===== src/rtl/cem_pkg.sv =====
// Register map, field positions and reset values of the event, mask and converter bank
package cem_pkg;
	localparam logic [7:0] ADDR_CHARGE_PHASE_CHANGE_LATCH_A  = 8'h20;
	localparam logic [7:0] ADDR_CHARGE_PHASE_CHANGE_LATCH_B  = 8'h21;
	localparam logic [7:0] ADDR_FAULT_FLAG  = 8'h22;
	localparam logic [7:0] ADDR_CHARGE_PHASE_IRQ_BLOCK_A  = 8'h23;
	localparam logic [7:0] ADDR_CHARGE_PHASE_IRQ_BLOCK_B  = 8'h24;
	localparam logic [7:0] ADDR_FAULT_MASK  = 8'h25;
	localparam logic [7:0] ADDR_CONV_CTRL   = 8'h26;
	localparam logic [7:0] ADDR_CHAN_OFF    = 8'h27;
	localparam logic [7:0] ADDR_IIN_LO      = 8'h28;
	localparam logic [7:0] ADDR_IIN_HI      = 8'h29;
	localparam logic [7:0] ADDR_IBAT_LO     = 8'h2A;
	localparam logic [7:0] ADDR_IBAT_HI     = 8'h2B;

	localparam logic [7:0] MASK_A_WMASK     = 8'h7F;
	localparam logic [7:0] MASK_B_WMASK     = 8'h09;
	localparam logic [7:0] FAULT_WMASK      = 8'hE9;
	localparam logic [7:0] CONV_WMASK       = 8'hFC;
	localparam logic [7:0] CONV_RESET       = 8'h30;
	localparam logic [7:0] ZERO8            = 8'h00;
	localparam logic [15:0] ZERO16          = 16'h0000;

	localparam int CONV_EN_BIT    = 7;
	localparam int CONV_RATE_BIT  = 6;
	localparam int CONV_DONE_BIT  = 6;
	localparam int CHG_PHASE_BIT  = 3;
	localparam int IN_SUPPLY_BIT  = 0;
	localparam int F_INOV_BIT     = 7;
	localparam int F_BAT_BIT      = 6;
	localparam int F_SYS_BIT      = 5;
	localparam int F_TSHUT_BIT    = 3;
	localparam int F_TZONE_BIT    = 0;
	localparam int CONV_SPEED_HI  = 5;
	localparam int CONV_SPEED_LO  = 4;
	localparam int CONV_AVG_BIT   = 3;
	localparam int CONV_SEED_BIT  = 2;
	localparam int OFF_IIN_BIT    = 7;
	localparam int OFF_IBAT_BIT   = 6;
	localparam int A_TREG_BIT     = 5;
	localparam int A_MINSYS_BIT   = 4;
	localparam int A_IINLIM_BIT   = 3;
	localparam int A_VINLIM_BIT   = 2;
	localparam int A_TIMER_BIT    = 1;
	localparam int A_WDOG_BIT     = 0;

	localparam logic [15:0] IIN_CLAMP_HI  = 16'h07D0;
	localparam logic [15:0] IIN_CLAMP_LO  = 16'hF830;
	localparam logic [15:0] IBAT_ABORT    = 16'h8000;
endpackage


===== src/rtl/cem_regs.sv =====
// Event flags, interrupt masks, converter control and current result registers
// Operation
// (RQ1) Charge phase change sets flag B bit3
// (RQ2) Input supply change sets flag B bit0
// (RQ3) Input overvoltage or sleep sets fault bit7
// (RQ4) Battery overcurrent or overvoltage sets fault bit6
// (RQ5) System rail fault sets fault bit5
// (RQ6) Thermal shutdown rising edge sets fault bit3
// (RQ7) Thermistor zone change sets fault bit0
// (RQ8) Done mask blocks one-shot completion pulse
// (RQ9) Masks block thermal and voltage regulation
// (RQ10) Min-system mask blocks entry and exit
// (RQ11) Input current mask blocks both limits
// (RQ12) Masks block safety and watchdog timers
// (RQ13) Mask B blocks phase and supply changes
// (RQ14) Fault mask bits 7..5 block faults
// (RQ15) Fault mask bits 3,0 block shutdown, zone
// (RQ16) Resets clear configuration; watchdog clears enable (both resets load the control register with 0x30, not zero)
// (RQ17) Results start zero, keep last measurement
// (RQ18) Rate bit: continuous or one-shot
// (RQ19) Sample field picks 12 to 9 bits
// (RQ20) Averaging enable and seed select
// (RQ21) Channel off bits exclude channels
// (RQ22) Input current signed, 2mA, clamped
// (RQ23) Battery current signed, polarity flip aborts
// (RQ24) Done status zero in continuous mode
// (RQ25) Unmasked new flag gives one low pulse
// (RQ26) Flags latch until read clears them
`timescale 1ns/1ns
module cem_regs
	import cem_pkg::*;
(
	input  wire logic        CORE_CLK,
	input  wire logic        RESET,
	input  wire logic        REG_RESET,
	input  wire logic        WDOG_EXPIRED,
	input  wire logic [7:0]  REG_ADDR,
	input  wire logic        REG_WR,
	input  wire logic        REG_RD,
	input  wire logic [7:0]  REG_WDATA,
	output logic      [7:0]  REG_RDATA,
	input  wire logic [1:0]  CHARGE_PHASE,
	input  wire logic [2:0]  INPUT_SUPPLY_STATUS,
	input  wire logic        INPUT_OVERVOLT_SLEEP,
	input  wire logic        BATTERY_FAULT,
	input  wire logic        SYSTEM_RAIL_FAULT,
	input  wire logic        DIE_SHUTDOWN,
	input  wire logic [2:0]  THERMISTOR_ZONE,
	input  wire logic        THERMAL_REG,
	input  wire logic        MIN_SYSTEM_REG,
	input  wire logic        INPUT_CURRENT_REG,
	input  wire logic        PIN_CURRENT_LIMIT_REG,
	input  wire logic        INPUT_VOLTAGE_REG,
	input  wire logic        CHARGE_TIMER_EXPIRED,
	input  wire logic        CONV_DONE,
	input  wire logic [15:0] INPUT_CURRENT_SAMPLE,
	input  wire logic [13:0] BATTERY_CURRENT_SAMPLE,
	input  wire logic        BATTERY_CONV_ABORT,
	output logic             CONV_ENABLE,
	output logic             CONV_ONE_SHOT,
	output logic      [1:0]  CONV_SAMPLE_SPEED,
	output logic             RUNNING_AVERAGE_ON,
	output logic             AVERAGE_SEED_SELECT,
	output logic      [7:0]  CHANNEL_OFF,
	output logic             INT_N_OUT,
	output logic             INT_N_OE
);
	import cem_pkg::*;

	// All level inputs come from on-chip logic on this clock
	typedef struct packed {
		logic [7:0]  flag_a;
		logic [7:0]  flag_b;
		logic [7:0]  fault;
		logic [7:0]  mask_a;
		logic [7:0]  mask_b;
		logic [7:0]  fmask;
		logic [7:0]  ctrl;
		logic [7:0]  chan_off;
		logic [15:0] iin;
		logic [15:0] ibat;
		logic [7:0]  prev_a;
		logic [1:0]  prev_phase;
		logic [2:0]  prev_supply;
		logic [2:0]  prev_zone;
		logic [2:0]  prev_f;
		logic        prev_tshut;
		logic        primed;
		logic [7:0]  rdata;
		logic        irq;
	} cem_state_t;

	cem_state_t st_ff;
	cem_state_t nxt_st;

	logic [7:0]  ev_a;
	logic [7:0]  ev_b;
	logic [7:0]  ev_f;
	logic [7:0]  cur_a;
	logic [15:0] iin_clamped;

	always_comb begin
		cur_a = ZERO8;
		cur_a[A_TREG_BIT] = THERMAL_REG;
		cur_a[A_MINSYS_BIT] = MIN_SYSTEM_REG;
		cur_a[A_IINLIM_BIT] = INPUT_CURRENT_REG | PIN_CURRENT_LIMIT_REG;
		cur_a[A_VINLIM_BIT] = INPUT_VOLTAGE_REG;
		cur_a[A_TIMER_BIT] = CHARGE_TIMER_EXPIRED;
		cur_a[A_WDOG_BIT] = WDOG_EXPIRED;
		// Rising edges, except min-system which flags both ways
		ev_a = cur_a & ~st_ff.prev_a;
		ev_a[A_MINSYS_BIT] = cur_a[A_MINSYS_BIT] ^ st_ff.prev_a[A_MINSYS_BIT];
		ev_a[CONV_DONE_BIT] = CONV_DONE & st_ff.ctrl[CONV_RATE_BIT]; // RQ24
		ev_b = ZERO8;
		ev_b[CHG_PHASE_BIT] = st_ff.primed & (CHARGE_PHASE != st_ff.prev_phase); // RQ1
		ev_b[IN_SUPPLY_BIT] = st_ff.primed & (INPUT_SUPPLY_STATUS != st_ff.prev_supply); // RQ2
		ev_f = ZERO8;
		ev_f[F_INOV_BIT] = INPUT_OVERVOLT_SLEEP & ~st_ff.prev_f[2]; // RQ3
		ev_f[F_BAT_BIT] = BATTERY_FAULT & ~st_ff.prev_f[1]; // RQ4
		ev_f[F_SYS_BIT] = SYSTEM_RAIL_FAULT & ~st_ff.prev_f[0]; // RQ5
		ev_f[F_TSHUT_BIT] = DIE_SHUTDOWN & ~st_ff.prev_tshut; // RQ6
		ev_f[F_TZONE_BIT] = st_ff.primed & (THERMISTOR_ZONE != st_ff.prev_zone); // RQ7
	end

	always_comb begin
		// Two's complement clamp of the raw input current sample
		if ($signed(INPUT_CURRENT_SAMPLE) > $signed(IIN_CLAMP_HI)) begin
			iin_clamped = IIN_CLAMP_HI; // RQ22
		end else if ($signed(INPUT_CURRENT_SAMPLE) < $signed(IIN_CLAMP_LO)) begin
			iin_clamped = IIN_CLAMP_LO; // RQ22
		end else begin
			iin_clamped = INPUT_CURRENT_SAMPLE;
		end
	end

	always_comb begin
		nxt_st = st_ff;
		nxt_st.prev_a = cur_a;
		nxt_st.prev_phase = CHARGE_PHASE;
		nxt_st.prev_supply = INPUT_SUPPLY_STATUS;
		nxt_st.prev_zone = THERMISTOR_ZONE;
		nxt_st.prev_f = {INPUT_OVERVOLT_SLEEP, BATTERY_FAULT, SYSTEM_RAIL_FAULT};
		nxt_st.prev_tshut = DIE_SHUTDOWN;
		nxt_st.primed = 1'b1;

		// Read returns value then clears flags; a new event wins over the clear
		nxt_st.rdata = ZERO8;
		if (REG_RD) begin
			if (REG_ADDR == ADDR_CHARGE_PHASE_CHANGE_LATCH_A) begin
				nxt_st.rdata = st_ff.flag_a;
				nxt_st.flag_a = ZERO8; // RQ26
			end else if (REG_ADDR == ADDR_CHARGE_PHASE_CHANGE_LATCH_B) begin
				nxt_st.rdata = st_ff.flag_b;
				nxt_st.flag_b = ZERO8; // RQ26
			end else if (REG_ADDR == ADDR_FAULT_FLAG) begin
				nxt_st.rdata = st_ff.fault;
				nxt_st.fault = ZERO8; // RQ26
			end else if (REG_ADDR == ADDR_CHARGE_PHASE_IRQ_BLOCK_A) begin
				nxt_st.rdata = st_ff.mask_a;
			end else if (REG_ADDR == ADDR_CHARGE_PHASE_IRQ_BLOCK_B) begin
				nxt_st.rdata = st_ff.mask_b;
			end else if (REG_ADDR == ADDR_FAULT_MASK) begin
				nxt_st.rdata = st_ff.fmask;
			end else if (REG_ADDR == ADDR_CONV_CTRL) begin
				nxt_st.rdata = st_ff.ctrl;
			end else if (REG_ADDR == ADDR_CHAN_OFF) begin
				nxt_st.rdata = st_ff.chan_off;
			end else if (REG_ADDR == ADDR_IIN_LO) begin
				nxt_st.rdata = st_ff.iin[7:0];
			end else if (REG_ADDR == ADDR_IIN_HI) begin
				nxt_st.rdata = st_ff.iin[15:8];
			end else if (REG_ADDR == ADDR_IBAT_LO) begin
				nxt_st.rdata = st_ff.ibat[7:0];
			end else if (REG_ADDR == ADDR_IBAT_HI) begin
				nxt_st.rdata = st_ff.ibat[15:8];
			end
		end

		nxt_st.flag_a = nxt_st.flag_a | ev_a; // RQ26
		nxt_st.flag_b = nxt_st.flag_b | ev_b; // RQ26
		nxt_st.fault = nxt_st.fault | ev_f; // RQ26

		if (REG_WR) begin
			if (REG_ADDR == ADDR_CHARGE_PHASE_IRQ_BLOCK_A) begin
				nxt_st.mask_a = REG_WDATA & MASK_A_WMASK;
			end else if (REG_ADDR == ADDR_CHARGE_PHASE_IRQ_BLOCK_B) begin
				nxt_st.mask_b = REG_WDATA & MASK_B_WMASK;
			end else if (REG_ADDR == ADDR_FAULT_MASK) begin
				nxt_st.fmask = REG_WDATA & FAULT_WMASK;
			end else if (REG_ADDR == ADDR_CONV_CTRL) begin
				nxt_st.ctrl = REG_WDATA & CONV_WMASK; // RQ18 RQ19 RQ20
			end else if (REG_ADDR == ADDR_CHAN_OFF) begin
				nxt_st.chan_off = REG_WDATA; // RQ21
			end
		end

		// Results only update on a completed pass; never cleared afterwards
		if (CONV_DONE && st_ff.ctrl[CONV_EN_BIT]) begin
			if (!st_ff.chan_off[OFF_IIN_BIT]) begin
				nxt_st.iin = {iin_clamped[14:0], 1'b0}; // RQ17 RQ22
			end
			if (!st_ff.chan_off[OFF_IBAT_BIT]) begin
				if (BATTERY_CONV_ABORT) begin
					nxt_st.ibat = IBAT_ABORT; // RQ23
				end else begin
					nxt_st.ibat = {BATTERY_CURRENT_SAMPLE, 2'b00}; // RQ23
				end
			end
		end

		if (WDOG_EXPIRED) begin
			nxt_st.ctrl[CONV_EN_BIT] = 1'b0; // RQ16
		end
		if (REG_RESET) begin
			nxt_st.mask_a = ZERO8; // RQ16
			nxt_st.mask_b = ZERO8;
			nxt_st.fmask = ZERO8;
			nxt_st.ctrl = CONV_RESET;
			nxt_st.chan_off = ZERO8;
		end

		// Newly raised flags, filtered by their masks, drive the pulse
		nxt_st.irq = |(ev_a & ~st_ff.mask_a) // RQ8 RQ9 RQ10 RQ11 RQ12
			| |(ev_b & ~st_ff.mask_b) // RQ13
			| |(ev_f & ~st_ff.fmask); // RQ14 RQ15 RQ25
	end

	always_ff @(posedge CORE_CLK or posedge RESET) begin
		if (RESET) begin
			st_ff <= '0;
			st_ff.ctrl <= CONV_RESET;
		end else begin
			st_ff <= nxt_st;
		end
	end

	assign REG_RDATA = st_ff.rdata;
	assign CONV_ENABLE = st_ff.ctrl[CONV_EN_BIT]; // RQ16
	assign CONV_ONE_SHOT = st_ff.ctrl[CONV_RATE_BIT]; // RQ18
	assign CONV_SAMPLE_SPEED = st_ff.ctrl[CONV_SPEED_HI:CONV_SPEED_LO]; // RQ19
	assign RUNNING_AVERAGE_ON = st_ff.ctrl[CONV_AVG_BIT]; // RQ20
	assign AVERAGE_SEED_SELECT = st_ff.ctrl[CONV_SEED_BIT]; // RQ20
	assign CHANNEL_OFF = st_ff.chan_off;
	// Open drain: drive low only during the one-cycle pulse
	assign INT_N_OUT = 1'b0;
	assign INT_N_OE = st_ff.irq; // RQ25
endmodule


===== config.mk =====
export PLATFORM = sky130hd
export DESIGN_NAME = cem_regs
export DESIGN_NICKNAME = d
export VERILOG_FILES = /design/src/rtl/cem_pkg.sv /design/src/rtl/cem_regs.sv
export SDC_FILE = /design/constraint.sdc
export NUM_CORES = 1
export LEC_CHECK = 0
export BUFFER_PORTS_ARGS = -buffer_cell sky130_fd_sc_hd__buf_4
export CELL_PAD_IN_SITES_DETAIL_PLACEMENT = 0
export CELL_PAD_IN_SITES_GLOBAL_PLACEMENT = 1
export CORE_ASPECT_RATIO = 0.7
export CORE_UTILIZATION = 44
export CTS_CLUSTER_DIAMETER = 150
export DETAILED_ROUTE_END_ITERATION = 7
export PLACE_DENSITY = 0.85
export SYNTH_ARGS = -nofsm -noshare
export SYNTH_HDL_FRONTEND = slang
export SYNTH_SLANG_ARGS = --single-unit

===== constraint.sdc =====
create_clock -name CORE_CLK -period 7.75 [get_ports CORE_CLK]
set_clock_uncertainty 0.1 [all_clocks]
set_input_delay 0.3875 -clock CORE_CLK [delete_from_list [all_inputs] [get_ports CORE_CLK]]
set_output_delay 0.3875 -clock CORE_CLK [all_outputs]
set_load 0.01 [all_outputs]

==> results.rst <==
.. list-table::
   :header-rows: 1

   * - Metric
     - Value
   * - Status
     - finished with violations
   * - Failing checks
     - negative hold slack
   * - Endpoint type of the worst setup path
     - register
   * - Avg Vias per Cell
     - 5.70
   * - Die Span X
     - 127 um
   * - Layout cells sized above 1
     - 23.9%
   * - Proportion of synthesized chip area in sequential cells
     - 51.6%
   * - Buffer type at the clock tree root
     - sky130_fd_sc_hd__clkbuf_16
   * - Maximum number of pins on one net before global-route repair
     - 68
   * - Port Buf Inserts
     - 94
   * - Buffers plus inverters on the worst setup path
     - 1
   * - TritonCTS Buffers
     - 9
   * - Actual transition at the worst max-transition pin
     - 838 ps
   * - Hold violation total from the final report
     - 4
   * - Required arrival time at the worst endpoint
     - 7840 ps
   * - Drc violations
     - 0
   * - Number of detailed-routing iterations run before antenna repair
     - 5
   * - # Max-Cap Violations
     - 0
   * - CTS Sinks
     - 99
   * - Post-synthesis cell area
     - 4800 sq um
   * - Number of levels the H-tree was split into
     - 3
   * - Core area
     - 10,500 sq um
   * - Initial antenna violation count
     - 0
   * - Total routing resource utilization after global routing
     - 25.0%
   * - Post-synth net total
     - 554
   * - Max transition margin
     - 44.2%
   * - Reported leakage power
     - 2.69 nW
   * - Number of global-route vias before repair
     - 3,740
   * - VDD IR-drop max
     - 0.125 mV
   * - Number of nets at the end of the flow
     - 619
   * - Number of top-level pins
     - 96
   * - Routed wire length per instance
     - 19.2 um
   * - Avg Inst Size Synth
     - 9.97 sq um
   * - Final setup violation count
     - 0
   * - Number of antenna cells inserted
     - 0
   * - Tcrit/Tclk final
     - 28.4%
   * - Instance area after placement
     - 5440 sq um
   * - Setup repair after global routing missed its margin
     - false
   * - Synthesized netlist cell count
     - 482
   * - Critical path arrival
     - 2290 ps
   * - Insertion delay to the later sink of the worst-skew pair
     - 340 ps
   * - Slowest cell on the critical path
     - sky130_fd_sc_hd__nor4b_1
   * - Cells along the critical path
     - buf_4 -> nor4b_1 -> and2_1 -> a31oi_2 -> nand2_1 -> o21ai_0
   * - Highest attainable clock frequency
     - 0.454 GHz
   * - Max Transition Viols Final
     - 0
   * - Category of the most critical setup path
     - input pin to register
   * - Area overhead of the layout relative to synthesis
     - 19.8%
   * - Gr ovfl total
     - 0
   * - Die ar.
     - 11,300 sq um
   * - Number of enable-type register cells in the synthesized netlist
     - 0
   * - Wire length of the first global-routing pass
     - 20.9 mm
   * - Fin area
     - 5760 sq um
   * - CTS Hold Bufs
     - 0
   * - Final total power
     - 1.11 mW
   * - Maximum clock insertion buffer count
     - 2
   * - DRT Wirelength
     - 13.1 mm
   * - Number of DRC markers in iteration 0
     - 445
   * - Fraction of registers with async set or reset after synthesis
     - 100%
   * - # rows
     - 31
   * - Height of the chip
     - 89.4 um
   * - Worst hold slack
     - -4.23 ps
   * - Worst min-delay path category
     - input pin to asynchronous set/reset pin
   * - Placed wire-length estimate after detailed placement
     - 9.94 mm
   * - Post-synth cell types
     - 58
   * - Post-CTS Repair Setup Buffers
     - 0
   * - Final weighted congestion in routability-driven placement
     - 0.867
   * - Clock tree from TritonCTS
     - built
   * - Register clock-pin slew on the reported worst setup and hold paths
     - 60 ps
   * - TNS Setup
     - 0 ps
   * - Sort of element at the start of the critical path
     - input pin
   * - Number of warnings issued by yosys
     - 0
   * - Time the worst path needs with I/O delays and setup
     - 2200 ps
   * - Main synth FF type
     - sky130_fd_sc_hd__dfrtp_1
   * - Resized cells post-CTS
     - 0
   * - Initial cell density of the core
     - 45.9%
   * - Number of register bits inferred by synthesis
     - 99
   * - Maximum single-stage delay on the critical path
     - 680 ps
   * - Largest driver fanout on the critical path
     - 16
   * - Vias
     - 3,899
   * - Power density over cell area
     - 193 nW/um^2
   * - DRT antenna net count
     - 0
   * - Kind of cell adding the most delay to the critical path
     - simple AND/OR/NAND/NOR gates
-- cells by family after synthesis --
family | Yosys count | synth area share [%]
simple gates | 169 | 17.3
compound gates | 114 | 15.6
flops | 99 | 51.6
buf+inv | 62 | 6.64
mux | 27 | 7.01
xor+xnor | 9 | 1.64
other cells | 2 | 0.156
-- layout make-up --
class                   instances  area [sq um]
fillers                       942          4720
clock buffers                  13           270
inverters                      21          80.1
clock inverters                 3          43.8
multi-input cells             321          2000
well taps                     132           165
repair buffers                 95           713
flip-flops and latches         99          2480
-- state kept, by name (all words and copies together), names as in the netlist --
register / count
st_ff: 76
CHANNEL_OFF: 8
REG_RDATA: 8
CONV_SAMPLE_SPEED: 2
AVERAGE_SEED_SELECT: 1
CONV_ENABLE: 1
CONV_ONE_SHOT: 1
INT_N_OE: 1
RUNNING_AVERAGE_ON: 1
-- synth_stat cells, types with 5 or more instances --
cell type,number,share of area [%]
sky130_fd_sc_hd__dfrtp_1,97,51
sky130_fd_sc_hd__a31oi_1,6,0.78
sky130_fd_sc_hd__nand2_1,71,5.5
sky130_fd_sc_hd__buf_2,6,0.63
sky130_fd_sc_hd__a21oi_1,12,1.3
sky130_fd_sc_hd__xnor2_1,8,1.5
sky130_fd_sc_hd__inv_1,20,1.6
sky130_fd_sc_hd__nor2_1,30,2.3
sky130_fd_sc_hd__mux2i_1,19,4.0
sky130_fd_sc_hd__buf_4,21,3.3
sky130_fd_sc_hd__nand3_1,7,0.73
sky130_fd_sc_hd__o21ai_0,49,5.1
sky130_fd_sc_hd__clkbuf_1,13,1.0
sky130_fd_sc_hd__a22o_1,9,1.6
sky130_fd_sc_hd__nor3b_1,5,0.78
sky130_fd_sc_hd__nand2b_1,25,3.3
sky130_fd_sc_hd__mux4_2,5,2.3
-- power by group --
| part | total, mW | internal (mW) | switching (mW) |
|---|---|---|---|
| sequential | 0.540 | 0.529 | 0.0115 |
| combinational | 0.111 | 0.0495 | 0.0612 |
| clock | 0.462 | 0.277 | 0.185 |
-- placed cells by master, fill, tap and decap left out, types with 3 or more instances in the layout --
| cell | instances |
|---|---|
| sky130_fd_sc_hd__or2_2 | 3 |
| sky130_fd_sc_hd__buf_4 | 95 |
| sky130_fd_sc_hd__a31oi_1 | 6 |
| sky130_fd_sc_hd__nand2b_1 | 25 |
| sky130_fd_sc_hd__nor3b_1 | 5 |
| sky130_fd_sc_hd__mux2i_1 | 19 |
| sky130_fd_sc_hd__a22o_1 | 9 |
| sky130_fd_sc_hd__xnor2_1 | 8 |
| sky130_fd_sc_hd__o2bb2ai_1 | 3 |
| sky130_fd_sc_hd__nor3_1 | 4 |
| sky130_fd_sc_hd__nand4_1 | 3 |
| sky130_fd_sc_hd__o21ai_0 | 49 |
| sky130_fd_sc_hd__mux4_2 | 5 |
| sky130_fd_sc_hd__o22ai_1 | 4 |
| sky130_fd_sc_hd__a221o_1 | 4 |
| sky130_fd_sc_hd__mux2_2 | 3 |
| sky130_fd_sc_hd__a32o_1 | 4 |
| sky130_fd_sc_hd__nor2b_1 | 4 |
| sky130_fd_sc_hd__clkbuf_16 | 9 |
| sky130_fd_sc_hd__o211ai_1 | 3 |
| sky130_fd_sc_hd__nor2_1 | 30 |
| sky130_fd_sc_hd__clkbuf_8 | 3 |
| sky130_fd_sc_hd__nand2_1 | 71 |
| sky130_fd_sc_hd__inv_1 | 19 |
| sky130_fd_sc_hd__dfrtp_1 | 97 |
| sky130_fd_sc_hd__a21oi_1 | 12 |
| sky130_fd_sc_hd__nand3_1 | 7 |
| sky130_fd_sc_hd__and2_1 | 3 |
-- metrics by stage --
step                      setup WS (ps)  std cells  utilization (%)
after floorplan                    4680        482                -
after global placement             5320        668             52.0
after detailed placement           5270        668             52.0
after CTS                          5620        684             55.0
after global routing               5410        684             55.0
final                              5550        684             55.0
-- per-layer routing --
| metal | share of wire [%] | wire length (um) | global-route usage (%) | vias up |
|---|---|---|---|---|
| li1 | - | - | - | 1804 |
| met4 | 1.3 | 167 | 6.17 | 0 |
| met1 | 49 | 6400 | 38.1 | 1883 |
| met5 | 0 | 0 | 0 | - |
| met2 | 40 | 5250 | 34.8 | 190 |
| met3 | 10 | 1310 | 7.00 | 22 |
-- path summary, 6_finish.rpt --
path / startpoint / end / slack [ps] / cells past startpoint
min in group CORE_CLK: THERMISTOR_ZONE[1] / st_ff[15] / 60 / 1
setup reg to reg: CONV_ENABLE / st_ff[56] / 5710 / 4
hold / removal: RESET / st_ff[25] / -4 / 2
hold reg to reg: st_ff[27] / st_ff[123] / 380 / 1
max in group asynchronous: RESET / st_ff[83] / 6310 / 3
setup / recovery: REG_ADDR[4] / CHANNEL_OFF[3] / 5550 / 6
Note: power is estimated with default switching activity, not from simulation.
